$ cat src/lpsd_pkg.sv
// Constants shared by the LED PWM shift driver core and its FIFO
package lpsd_pkg;
	// ==========================================================
	// Shift register and frame layout
	localparam int SHIFT_BITS   = 224;
	localparam int CHANNELS     = 12;
	localparam int GROUP_CH     = 4;
	localparam int GRAY_W       = 16;
	localparam int BRIGHT_W     = 7;
	localparam int GRAY_LSB     = 0;
	localparam int RED_BR_LSB   = 192;
	localparam int GREEN_BR_LSB = 199;
	localparam int BLUE_BR_LSB  = 206;
	localparam int EXT_SEL_BIT  = 213;
	localparam int FRAME_CNT_W  = 8;
	// ==========================================================
	// Snoop FIFO
	localparam int SNOOP_W     = 16;
	localparam int SNOOP_DEPTH = 16;
	localparam int WORD_CNT_W  = 4;
	// ==========================================================
	// Timing: internal grayscale clock divider
	localparam int INT_DIV      = 1;
	localparam int DIV_W        = 8;
	// ==========================================================
	// Register map, byte offsets
	localparam logic [4:0] CTRL_OFS   = 5'h00;
	localparam logic [4:0] STAT_OFS   = 5'h04;
	localparam logic [4:0] SNOOP_OFS  = 5'h08;
	localparam logic [4:0] BRIGHT_OFS = 5'h0c;
	localparam logic [4:0] GCNT_OFS   = 5'h10;
	// Control fields
	localparam int CTRL_RUN   = 0;
	localparam int CTRL_LATCH = 1;
	localparam logic CTRL_RUN_RST = 1'b0;
	// Status fields
	localparam int ST_HOT   = 0;
	localparam int ST_GND   = 1;
	localparam int ST_EXT   = 2;
	localparam int ST_OVF   = 3;
	localparam int ST_AVAIL = 4;
	localparam int ST_FCNT  = 8;
	// Reset values
	localparam logic [SHIFT_BITS-1:0] SHIFT_RST = '0;
	localparam logic [GRAY_W-1:0]     GRAY_RST  = 16'h0000;
	localparam logic [BRIGHT_W-1:0]   BRIGHT_RST = 7'h00;
endpackage : lpsd_pkg

$ cat src/lpsd_fifo.sv
// Parameterised valid/ready FIFO with registered flags
`timescale 1ns/10ps
`default_nettype none
module lpsd_fifo
	import lpsd_pkg::*;
#(
	parameter int WIDTH = SNOOP_W,
	parameter int DEPTH = SNOOP_DEPTH
) (
	input  wire logic             clk_i,
	input  wire logic             rstn_i,
	input  wire logic             ce_i,
	input  wire logic             in_valid_i,
	output logic                  in_ready_o,
	input  wire logic [WIDTH-1:0] in_data_i,
	output logic                  out_valid_o,
	input  wire logic             out_ready_i,
	output logic      [WIDTH-1:0] out_data_o
);
	localparam int AW = $clog2(DEPTH);
	// ==========================================================
	// Storage and pointers
	logic [WIDTH-1:0] mem_q [DEPTH];
	logic [AW-1:0]    wr_q;
	logic [AW-1:0]    rd_q;
	logic [AW:0]      cnt_q;
	logic [AW:0]      cnt_d;
	logic             push;
	logic             pop;

	assign push = in_valid_i & in_ready_o;
	assign pop  = out_valid_o & out_ready_i;
	assign out_data_o = mem_q[rd_q];

	always_comb begin
		cnt_d = cnt_q;
		if (push && !pop) begin
			cnt_d = cnt_q + 1'b1;
		end else if (pop && !push) begin
			cnt_d = cnt_q - 1'b1;
		end
	end

	always_ff @(posedge clk_i) begin
		if (ce_i && push) begin
			mem_q[wr_q] <= in_data_i;
		end
	end

	// Flags are flops so full and empty never glitch on the ports
	always_ff @(posedge clk_i or negedge rstn_i) begin
		if (!rstn_i) begin
			wr_q        <= '0;
			rd_q        <= '0;
			cnt_q       <= '0;
			in_ready_o  <= 1'b1;
			out_valid_o <= 1'b0;
		end else if (ce_i) begin
			if (push) begin
				wr_q <= wr_q + 1'b1;
			end
			if (pop) begin
				rd_q <= rd_q + 1'b1;
			end
			cnt_q       <= cnt_d;
			in_ready_o  <= (cnt_d != (AW+1)'(DEPTH));
			out_valid_o <= (cnt_d != '0);
		end
	end
endmodule // lpsd_fifo
`default_nettype wire

$ cat src/lpsd_core.sv
// LED PWM shift driver core: serial chain, latch, PWM and register slave
`timescale 1ns/10ps
`default_nettype none
module lpsd_core
	import lpsd_pkg::*;
#(
	parameter int DIV   = INT_DIV,
	parameter int FIFO_D = SNOOP_DEPTH
) (
	input  wire logic          clk_i,
	input  wire logic          rstn_i,
	input  wire logic          ce_i,
	input  wire logic          shift_clk_in_i,
	input  wire logic          serial_in_i,
	input  wire logic          overheat_i,
	input  wire logic          current_set_gnd_i,
	input  wire logic [4:0]    avs_address_i,
	input  wire logic          avs_read_i,
	input  wire logic          avs_write_i,
	input  wire logic [31:0]   avs_writedata_i,
	input  wire logic [3:0]    avs_byteenable_i,
	output logic      [31:0]   avs_readdata_o,
	output logic               avs_waitrequest_o,
	output logic               serial_out_o,
	output logic               shift_clk_out_o,
	output logic      [3:0]    red_sink_o,
	output logic      [3:0]    green_sink_o,
	output logic      [3:0]    blue_sink_o,
	output logic [BRIGHT_W-1:0] red_brightness_o,
	output logic [BRIGHT_W-1:0] green_brightness_o,
	output logic [BRIGHT_W-1:0] blue_brightness_o,
	output logic               snoop_ready_o
);
	// ==========================================================
	// Pin synchronisers
	logic       sck_s1_q;
	logic       sck_s2_q;
	logic       sck_s3_q;
	logic       sdi_s1_q;
	logic       sdi_s2_q;
	logic [1:0] flt_s1_q;
	logic [1:0] flt_s2_q;
	logic       sck_rise;

	always_ff @(posedge clk_i or negedge rstn_i) begin
		if (!rstn_i) begin
			sck_s1_q <= 1'b0;
			sck_s2_q <= 1'b0;
			sck_s3_q <= 1'b0;
			sdi_s1_q <= 1'b0;
			sdi_s2_q <= 1'b0;
			flt_s1_q <= 2'h0;
			flt_s2_q <= 2'h0;
		end else if (ce_i) begin
			sck_s1_q <= shift_clk_in_i;
			sck_s2_q <= sck_s1_q;
			sck_s3_q <= sck_s2_q;
			sdi_s1_q <= serial_in_i;
			sdi_s2_q <= sdi_s1_q;
			flt_s1_q <= {current_set_gnd_i, overheat_i};
			flt_s2_q <= flt_s1_q;
		end
	end

	// Edge found on the second stage; the first stage feeds nothing else
	assign sck_rise = sck_s2_q & ~sck_s3_q;

	// ==========================================================
	// Shift register and chain outputs
	logic [SHIFT_BITS-1:0] shift_q;
	logic                  sck_dly_q;

	always_ff @(posedge clk_i or negedge rstn_i) begin
		if (!rstn_i) begin
			shift_q <= SHIFT_RST;
		end else if (ce_i && sck_rise) begin
			shift_q <= {shift_q[SHIFT_BITS-2:0], sdi_s2_q};
		end
	end

	// Registered copy tracks the MSB, so it moves only on a shift edge
	always_ff @(posedge clk_i or negedge rstn_i) begin
		if (!rstn_i) begin
			serial_out_o <= 1'b0;
		end else if (ce_i && sck_rise) begin
			serial_out_o <= shift_q[SHIFT_BITS-2];
		end
	end

	// Clock out rises two cycles after the data moved: downstream setup margin
	always_ff @(posedge clk_i or negedge rstn_i) begin
		if (!rstn_i) begin
			sck_dly_q       <= 1'b0;
			shift_clk_out_o <= 1'b0;
		end else if (ce_i) begin
			sck_dly_q       <= sck_s3_q;
			shift_clk_out_o <= sck_dly_q;
		end
	end

	// ==========================================================
	// Word snoop into the FIFO
	logic [WORD_CNT_W-1:0]  word_cnt_q;
	logic [FRAME_CNT_W-1:0] frame_cnt_q;
	logic                   word_push;
	logic                   fifo_ready;
	logic                   fifo_valid;
	logic                   fifo_pop;
	logic [SNOOP_W-1:0]     fifo_data;
	logic                   ovf_q;

	assign word_push = sck_rise & (word_cnt_q == '1);

	always_ff @(posedge clk_i or negedge rstn_i) begin
		if (!rstn_i) begin
			word_cnt_q <= '0;
		end else if (ce_i && sck_rise) begin
			word_cnt_q <= word_cnt_q + 1'b1;
		end
	end

	lpsd_fifo #(
		.WIDTH (SNOOP_W),
		.DEPTH (FIFO_D)
	) u_fifo (
		.clk_i       (clk_i),
		.rstn_i      (rstn_i),
		.ce_i        (ce_i),
		.in_valid_i  (word_push),
		.in_ready_o  (fifo_ready),
		.in_data_i   ({shift_q[SNOOP_W-2:0], sdi_s2_q}),
		.out_valid_o (fifo_valid),
		.out_ready_i (fifo_pop),
		.out_data_o  (fifo_data)
	);

	assign snoop_ready_o = fifo_ready;

	// ==========================================================
	// Avalon-MM slave, one wait cycle per access
	logic       req;
	logic       acc;
	logic       run_q;
	logic       latch_q;
	logic       ext_sel_q;
	logic [15:0] gcnt_q;
	logic       wr_ctrl;
	logic       wr_stat;

	assign req      = avs_read_i | avs_write_i;
	assign acc      = req & ~avs_waitrequest_o;
	assign wr_ctrl  = acc & avs_write_i & avs_byteenable_i[0] & (avs_address_i == CTRL_OFS);
	assign wr_stat  = acc & avs_write_i & avs_byteenable_i[0] & (avs_address_i == STAT_OFS);
	assign fifo_pop = acc & avs_read_i & (avs_address_i == SNOOP_OFS);

	always_ff @(posedge clk_i or negedge rstn_i) begin
		if (!rstn_i) begin
			avs_waitrequest_o <= 1'b1;
		end else if (ce_i) begin
			avs_waitrequest_o <= ~(req & avs_waitrequest_o);
		end
	end

	always_ff @(posedge clk_i or negedge rstn_i) begin
		if (!rstn_i) begin
			avs_readdata_o <= 32'h00000000;
		end else if (ce_i && avs_read_i && avs_waitrequest_o) begin
			case (avs_address_i)
				CTRL_OFS: begin
					avs_readdata_o <= {31'h00000000, run_q};
				end
				STAT_OFS: begin
					avs_readdata_o <= {16'h0000, frame_cnt_q, 3'h0, fifo_valid,
						ovf_q, ext_sel_q, flt_s2_q};
				end
				SNOOP_OFS: begin
					avs_readdata_o <= {15'h0000, fifo_valid, fifo_data};
				end
				BRIGHT_OFS: begin
					avs_readdata_o <= {11'h000, blue_brightness_o,
						green_brightness_o, red_brightness_o};
				end
				GCNT_OFS: begin
					avs_readdata_o <= {16'h0000, gcnt_q};
				end
				default: begin
					avs_readdata_o <= 32'h00000000;
				end
			endcase
		end
	end

	always_ff @(posedge clk_i or negedge rstn_i) begin
		if (!rstn_i) begin
			run_q   <= CTRL_RUN_RST;
			latch_q <= 1'b0;
		end else if (ce_i) begin
			latch_q <= wr_ctrl & avs_writedata_i[CTRL_LATCH];
			if (wr_ctrl) begin
				run_q <= avs_writedata_i[CTRL_RUN];
			end
		end
	end

	// Overflow sticky: a lost word in the clearing cycle still sets it
	always_ff @(posedge clk_i or negedge rstn_i) begin
		if (!rstn_i) begin
			ovf_q <= 1'b0;
		end else if (ce_i) begin
			if (word_push && !fifo_ready) begin
				ovf_q <= 1'b1;
			end else if (wr_stat && avs_writedata_i[ST_OVF]) begin
				ovf_q <= 1'b0;
			end
		end
	end

	// Bits shifted since the last latch, saturating
	always_ff @(posedge clk_i or negedge rstn_i) begin
		if (!rstn_i) begin
			frame_cnt_q <= '0;
		end else if (ce_i) begin
			if (latch_q) begin
				frame_cnt_q <= '0;
			end else if (sck_rise && frame_cnt_q != '1) begin
				frame_cnt_q <= frame_cnt_q + 1'b1;
			end
		end
	end

	// ==========================================================
	// Latched configuration
	logic [GRAY_W-1:0] gray_q [CHANNELS];

	always_ff @(posedge clk_i or negedge rstn_i) begin
		if (!rstn_i) begin
			red_brightness_o   <= BRIGHT_RST;
			green_brightness_o <= BRIGHT_RST;
			blue_brightness_o  <= BRIGHT_RST;
			ext_sel_q          <= 1'b0;
		end else if (ce_i && latch_q) begin
			red_brightness_o   <= shift_q[RED_BR_LSB +: BRIGHT_W];
			green_brightness_o <= shift_q[GREEN_BR_LSB +: BRIGHT_W];
			blue_brightness_o  <= shift_q[BLUE_BR_LSB +: BRIGHT_W];
			ext_sel_q          <= shift_q[EXT_SEL_BIT];
		end
	end

	// ==========================================================
	// Grayscale clock and counter
	logic [DIV_W-1:0] div_q;
	logic             int_tick;
	logic             gs_tick;

	assign int_tick = (div_q == DIV_W'(DIV - 1));
	assign gs_tick  = ext_sel_q ? sck_rise : int_tick;

	always_ff @(posedge clk_i or negedge rstn_i) begin
		if (!rstn_i) begin
			div_q <= '0;
		end else if (ce_i) begin
			div_q <= int_tick ? '0 : div_q + 1'b1;
		end
	end

	// Counter wraps after 65536 ticks, one display period
	always_ff @(posedge clk_i or negedge rstn_i) begin
		if (!rstn_i) begin
			gcnt_q <= 16'h0000;
		end else if (ce_i) begin
			if (!run_q) begin
				gcnt_q <= 16'h0000;
			end else if (gs_tick) begin
				gcnt_q <= gcnt_q + 1'b1;
			end
		end
	end

	// ==========================================================
	// Per-channel PWM sinks
	logic [CHANNELS-1:0] sink_q;
	logic                force_off;

	assign force_off = flt_s2_q[ST_HOT] | flt_s2_q[ST_GND];

	for (genvar ch = 0; ch < CHANNELS; ch++) begin : g_ch
		always_ff @(posedge clk_i or negedge rstn_i) begin
			if (!rstn_i) begin
				gray_q[ch] <= GRAY_RST;
				sink_q[ch] <= 1'b0;
			end else if (ce_i) begin
				if (latch_q) begin
					gray_q[ch] <= shift_q[GRAY_LSB + ch*GRAY_W +: GRAY_W];
				end
				// Forced off is level-driven, so sinks restart once it drops
				sink_q[ch] <= run_q & ~force_off & (gcnt_q < gray_q[ch]);
			end
		end
	end

	assign red_sink_o   = sink_q[0 +: GROUP_CH];
	assign green_sink_o = sink_q[GROUP_CH +: GROUP_CH];
	assign blue_sink_o  = sink_q[2*GROUP_CH +: GROUP_CH];
endmodule // lpsd_core
`default_nettype wire

$ cat config.mk
export PLATFORM = sky130hd
export DESIGN_NAME = lpsd_core
export DESIGN_NICKNAME = d
export VERILOG_FILES = /design/src/lpsd_pkg.sv /design/src/lpsd_fifo.sv /design/src/lpsd_core.sv
export SDC_FILE = /design/constraint.sdc
export NUM_CORES = 2
export LEC_CHECK = 0
export BUFFER_PORTS_ARGS = -buffer_cell sky130_fd_sc_hd__buf_2
export CORE_MARGIN = 2
export CORE_UTILIZATION = 56
export CTS_CLUSTER_DIAMETER = 30
export DETAILED_ROUTE_END_ITERATION = 12
export GPL_ROUTABILITY_DRIVEN = 0
export GPL_TIMING_DRIVEN = 1
export HOLD_SLACK_MARGIN = 0.1
export PLACE_DENSITY = 0.76
export SYNTH_ARGS = -nofsm -noshare
export SYNTH_HDL_FRONTEND = slang
export SYNTH_SLANG_ARGS = --single-unit
$ cat constraint.sdc
create_clock -name clk_i -period 2.9 [get_ports clk_i]
set_input_delay 0.145 -clock clk_i [delete_from_list [all_inputs] [get_ports clk_i]]
set_output_delay 0.145 -clock clk_i [all_outputs]
set_load 0.02 [all_outputs]
==> results.sh <==
export IMPL_max_cap_viol_count=0
export IMPL_cp_arrival_ns=3.23
export IMPL_dieArea_um2=64400
export IMPL_synthDistinctLibCells=63
export IMPL_post_place_ws_ns=0.241
export IMPL_multi_input_area_um2=12500
export IMPL_floorplan_initialDensity_pct=56.6
export IMPL_coreArea_um2=61700
export IMPL_synth_largest_area_cell="dfrtp_1"
export IMPL_clockRootBuffer="clkbuf_16"
export IMPL_drtPass1Iterations=7
export IMPL_grt_use_total_pct=29.0
export IMPL_finalWirelength_mm=89.5
export IMPL_yosysWarnings=0
export IMPL_vdd_drop_max_uv=694
export IMPL_antenna_found_initial=0
export IMPL_drc_errors=0
export IMPL_avgSynthCellArea_um2=11.2
export IMPL_cts_sinks=793
export IMPL_layout_drive_gt1_share_pct=14.6
export IMPL_tns_ns=0
export IMPL_cts_max_path_buffers=3
export IMPL_placed_cells=3971
export IMPL_crit_path_frequent_cell="nor2_1"
export IMPL_synth_edf_count=256
export IMPL_num_vias=24600
export IMPL_required_ns=3.28
export IMPL_layout_commonest_cell="nand2_1"
export IMPL_fin_worst_skew_ns=0.0333
export IMPL_regArea_um2=21100
export IMPL_slew_violations=0
export IMPL_finalHoldViolCount=0
export IMPL_p_leak_uw=0.0210
export IMPL_globalRouteOverflowTotal=0
export IMPL_min_period_ns=2.85
export IMPL_synthToLayoutAreaGrowth_pct=20.1
export IMPL_drtIter0Drc=2493
export IMPL_fillers=4168
export IMPL_setup_ws_ns=0.0468
export IMPL_die_h_um=254
export IMPL_rows=91
export IMPL_synth_top_flop_cell="dfrtp_1"
export IMPL_p_total_uw=31200
export IMPL_maxSlewHeadroom_pct=20.3
export IMPL_grt_max_degree=121
export IMPL_cts_tree="built"
export IMPL_nets=3549
export IMPL_vias_per_cell=5.79
export IMPL_grt_pass1_vias=25700
export IMPL_status="completed"
export IMPL_ios=119
export IMPL_startpoint_type="register"
export IMPL_stdcell_count=4256
export IMPL_clk_insertion_delay_late_ns=0.73
export IMPL_async_flop_share_pct=67.7
export IMPL_wl_per_cell_um=21.0
export IMPL_cts_htree_levels=4
export IMPL_dr_wl_met2_mm=43.6
export IMPL_worstPathMaxFanout=16
export IMPL_crit_type="reg2reg"
export IMPL_worstSetupStartpoint="word_cnt_q[1]$_DFFE_PN0P_"
export IMPL_cts_made_buffers=143
export IMPL_tightest_slew_ns=1.20
export IMPL_reg2reg_depth=8
export IMPL_syn_inst=3120
export IMPL_ant_nets=0
export IMPL_numPortBuffers=75
export IMPL_setup_violations=0
export IMPL_ys_seq_area_share_pct=60.5
export IMPL_wl_met3_mm=6.81
export IMPL_fmax_ghz=0.350
export IMPL_synthTopCellsByArea="dfrtp_1, edfxtp_1, nand2_1"
export IMPL_clkTransAtPathRegs_ns=0.05
export IMPL_layout_common_cells="nand2_1, dfrtp_1, edfxtp_1"
export IMPL_r2r_start="word_cnt_q[1]$_DFFE_PN0P_"
export IMPL_min_path_type="in2async"
export IMPL_syn_cell_area_um2=34900
export IMPL_synth_top_cell_area_share_pct=38.3
export IMPL_crit_path_top_delay_cell="nor2_1"
export IMPL_worstSetupEndpointType="register"
export IMPL_met1_length_mm=34.6
export IMPL_top_layer="met4"
export IMPL_rsz0062_at_grt="no"
export IMPL_hold_slack_ns=0.161
export IMPL_finalCritPeriodShare_pct=98.4
export IMPL_grt_pass1_wl_mm=143
export IMPL_post_dp_hpwl_mm=51.0
export IMPL_power_density_nw_per_um2=744
export IMPL_antenna_cells=0
export IMPL_die_x_um=254
export IMPL_path_cells="ha_1 -> nand4_1 -> or2_0 -> nor2_1 -> nand2_1 -> nor2_1 -> and2_1 -> buf_4"
export IMPL_max_stage_delay_ns=0.51
export IMPL_ys_ff_latch=793
## state kept, by name, summed over array words and instances (netlist names), 5 cells and up
| name | count |
|---|---|
| u_fifo.mem_q | 256 |
| shift_q | 223 |
| gray_q | 192 |
| avs_readdata_o | 21 |
| gcnt_q | 16 |
| div_q | 8 |
| frame_cnt_q | 8 |
| blue_brightness_o | 7 |
| green_brightness_o | 7 |
| red_brightness_o | 7 |
| u_fifo.cnt_q | 5 |
## worst paths after layout
| path | to | slack [ns] |
|---|---|---|
| max | u_fifo.mem_q[4][10]$_DFFE_PP_ | 0.05 |
| min | div_q[6]$_DFFE_PN0P_ | 0.16 |
| max reg2reg | u_fifo.mem_q[4][10]$_DFFE_PP_ | 0.05 |
| min reg2reg | shift_q[219]$_DFFE_PN0P_ | 0.47 |
| max in group asynchronous | shift_q[59]$_DFFE_PN0P_ | 2.26 |
| min in group clk_i | avs_readdata_o[4]$_DFFE_PN0P_ | 0.21 |
## cell type report
type	count	share of cell area (%)
inverter	214	1.92
tap	837	2.50
clock inverter	67	1.98
clock buffer	190	9.79
sequential	793	50.4
multi-input combinational	1971	29.7
timing repair buffer	184	3.74
## power breakdown
part	switching, uW	leakage (uW)	internal, uW	total [uW]
Combinational	986	0.00967	603	1590
Clock	5740	0.00240	11100	16900
Sequential	589	0.00896	12200	12700
Total	7320	0.0210	23900	31200
## per-layer routing
layer | global-route usage, % | vias up
met5 | 0 | -
met1 | 36.4 | 12200
met4 | 15.2 | 0
li1 | - | 11000
met3 | 6.63 | 327
met2 | 47.4 | 1086
## per-stage QoR
step | utilization [%] | cell area (um2)
5_1_grt | 68.0 | 41900
3_3_place_gp | 59.5 | 36700
2_1_floorplan | - | 35000
3_5_place_dp | 59.5 | 36700
4_1_cts | 68.0 | 41900
6_report | 68.0 | 41900
## cells by family after synthesis
group | Yosys count | synth area share (%)
other cells | 1 | 0.0107
simple gates | 1202 | 14.0
buf+inv | 366 | 4.10
xor+xnor | 38 | 0.953
compound gates | 433 | 7.97
mux | 95 | 5.60
flops | 793 | 60.5
fa+ha+maj | 192 | 6.88
## worst max-delay path, delay by kind of cell, from the launching register on
kind | cells | cell delay [ns]
AND/OR/NAND/NOR | 6 | 1.58
flip-flops | 1 | 0.40
buffers and inverters | 1 | 0.32
adder cells (fa/ha/maj) | 1 | 0.21
## timing repair
item                                   in CTS  in global routing
resized for setup                           0                  0
hold buffers                               28                  0
buffers inserted                            0                  0
endpoints found under the hold margin     573                  0
## cell usage after synthesis, types with 15 or more instances
cell type / count
ha_1: 192
a21o_1: 102
xnor2_1: 29
nand3_1: 27
nand4_1: 16
a21oi_1: 26
nand2_1: 1018
buf_1: 17
edfxtp_1: 256
and3_1: 19
nor2_1: 38
dfrtp_1: 535
inv_1: 214
o21ai_0: 192
nand2b_1: 15
mux4_2: 79
a211oi_1: 20
clkbuf_1: 116
No activity file was read; power rests on OpenSTA's default activity.
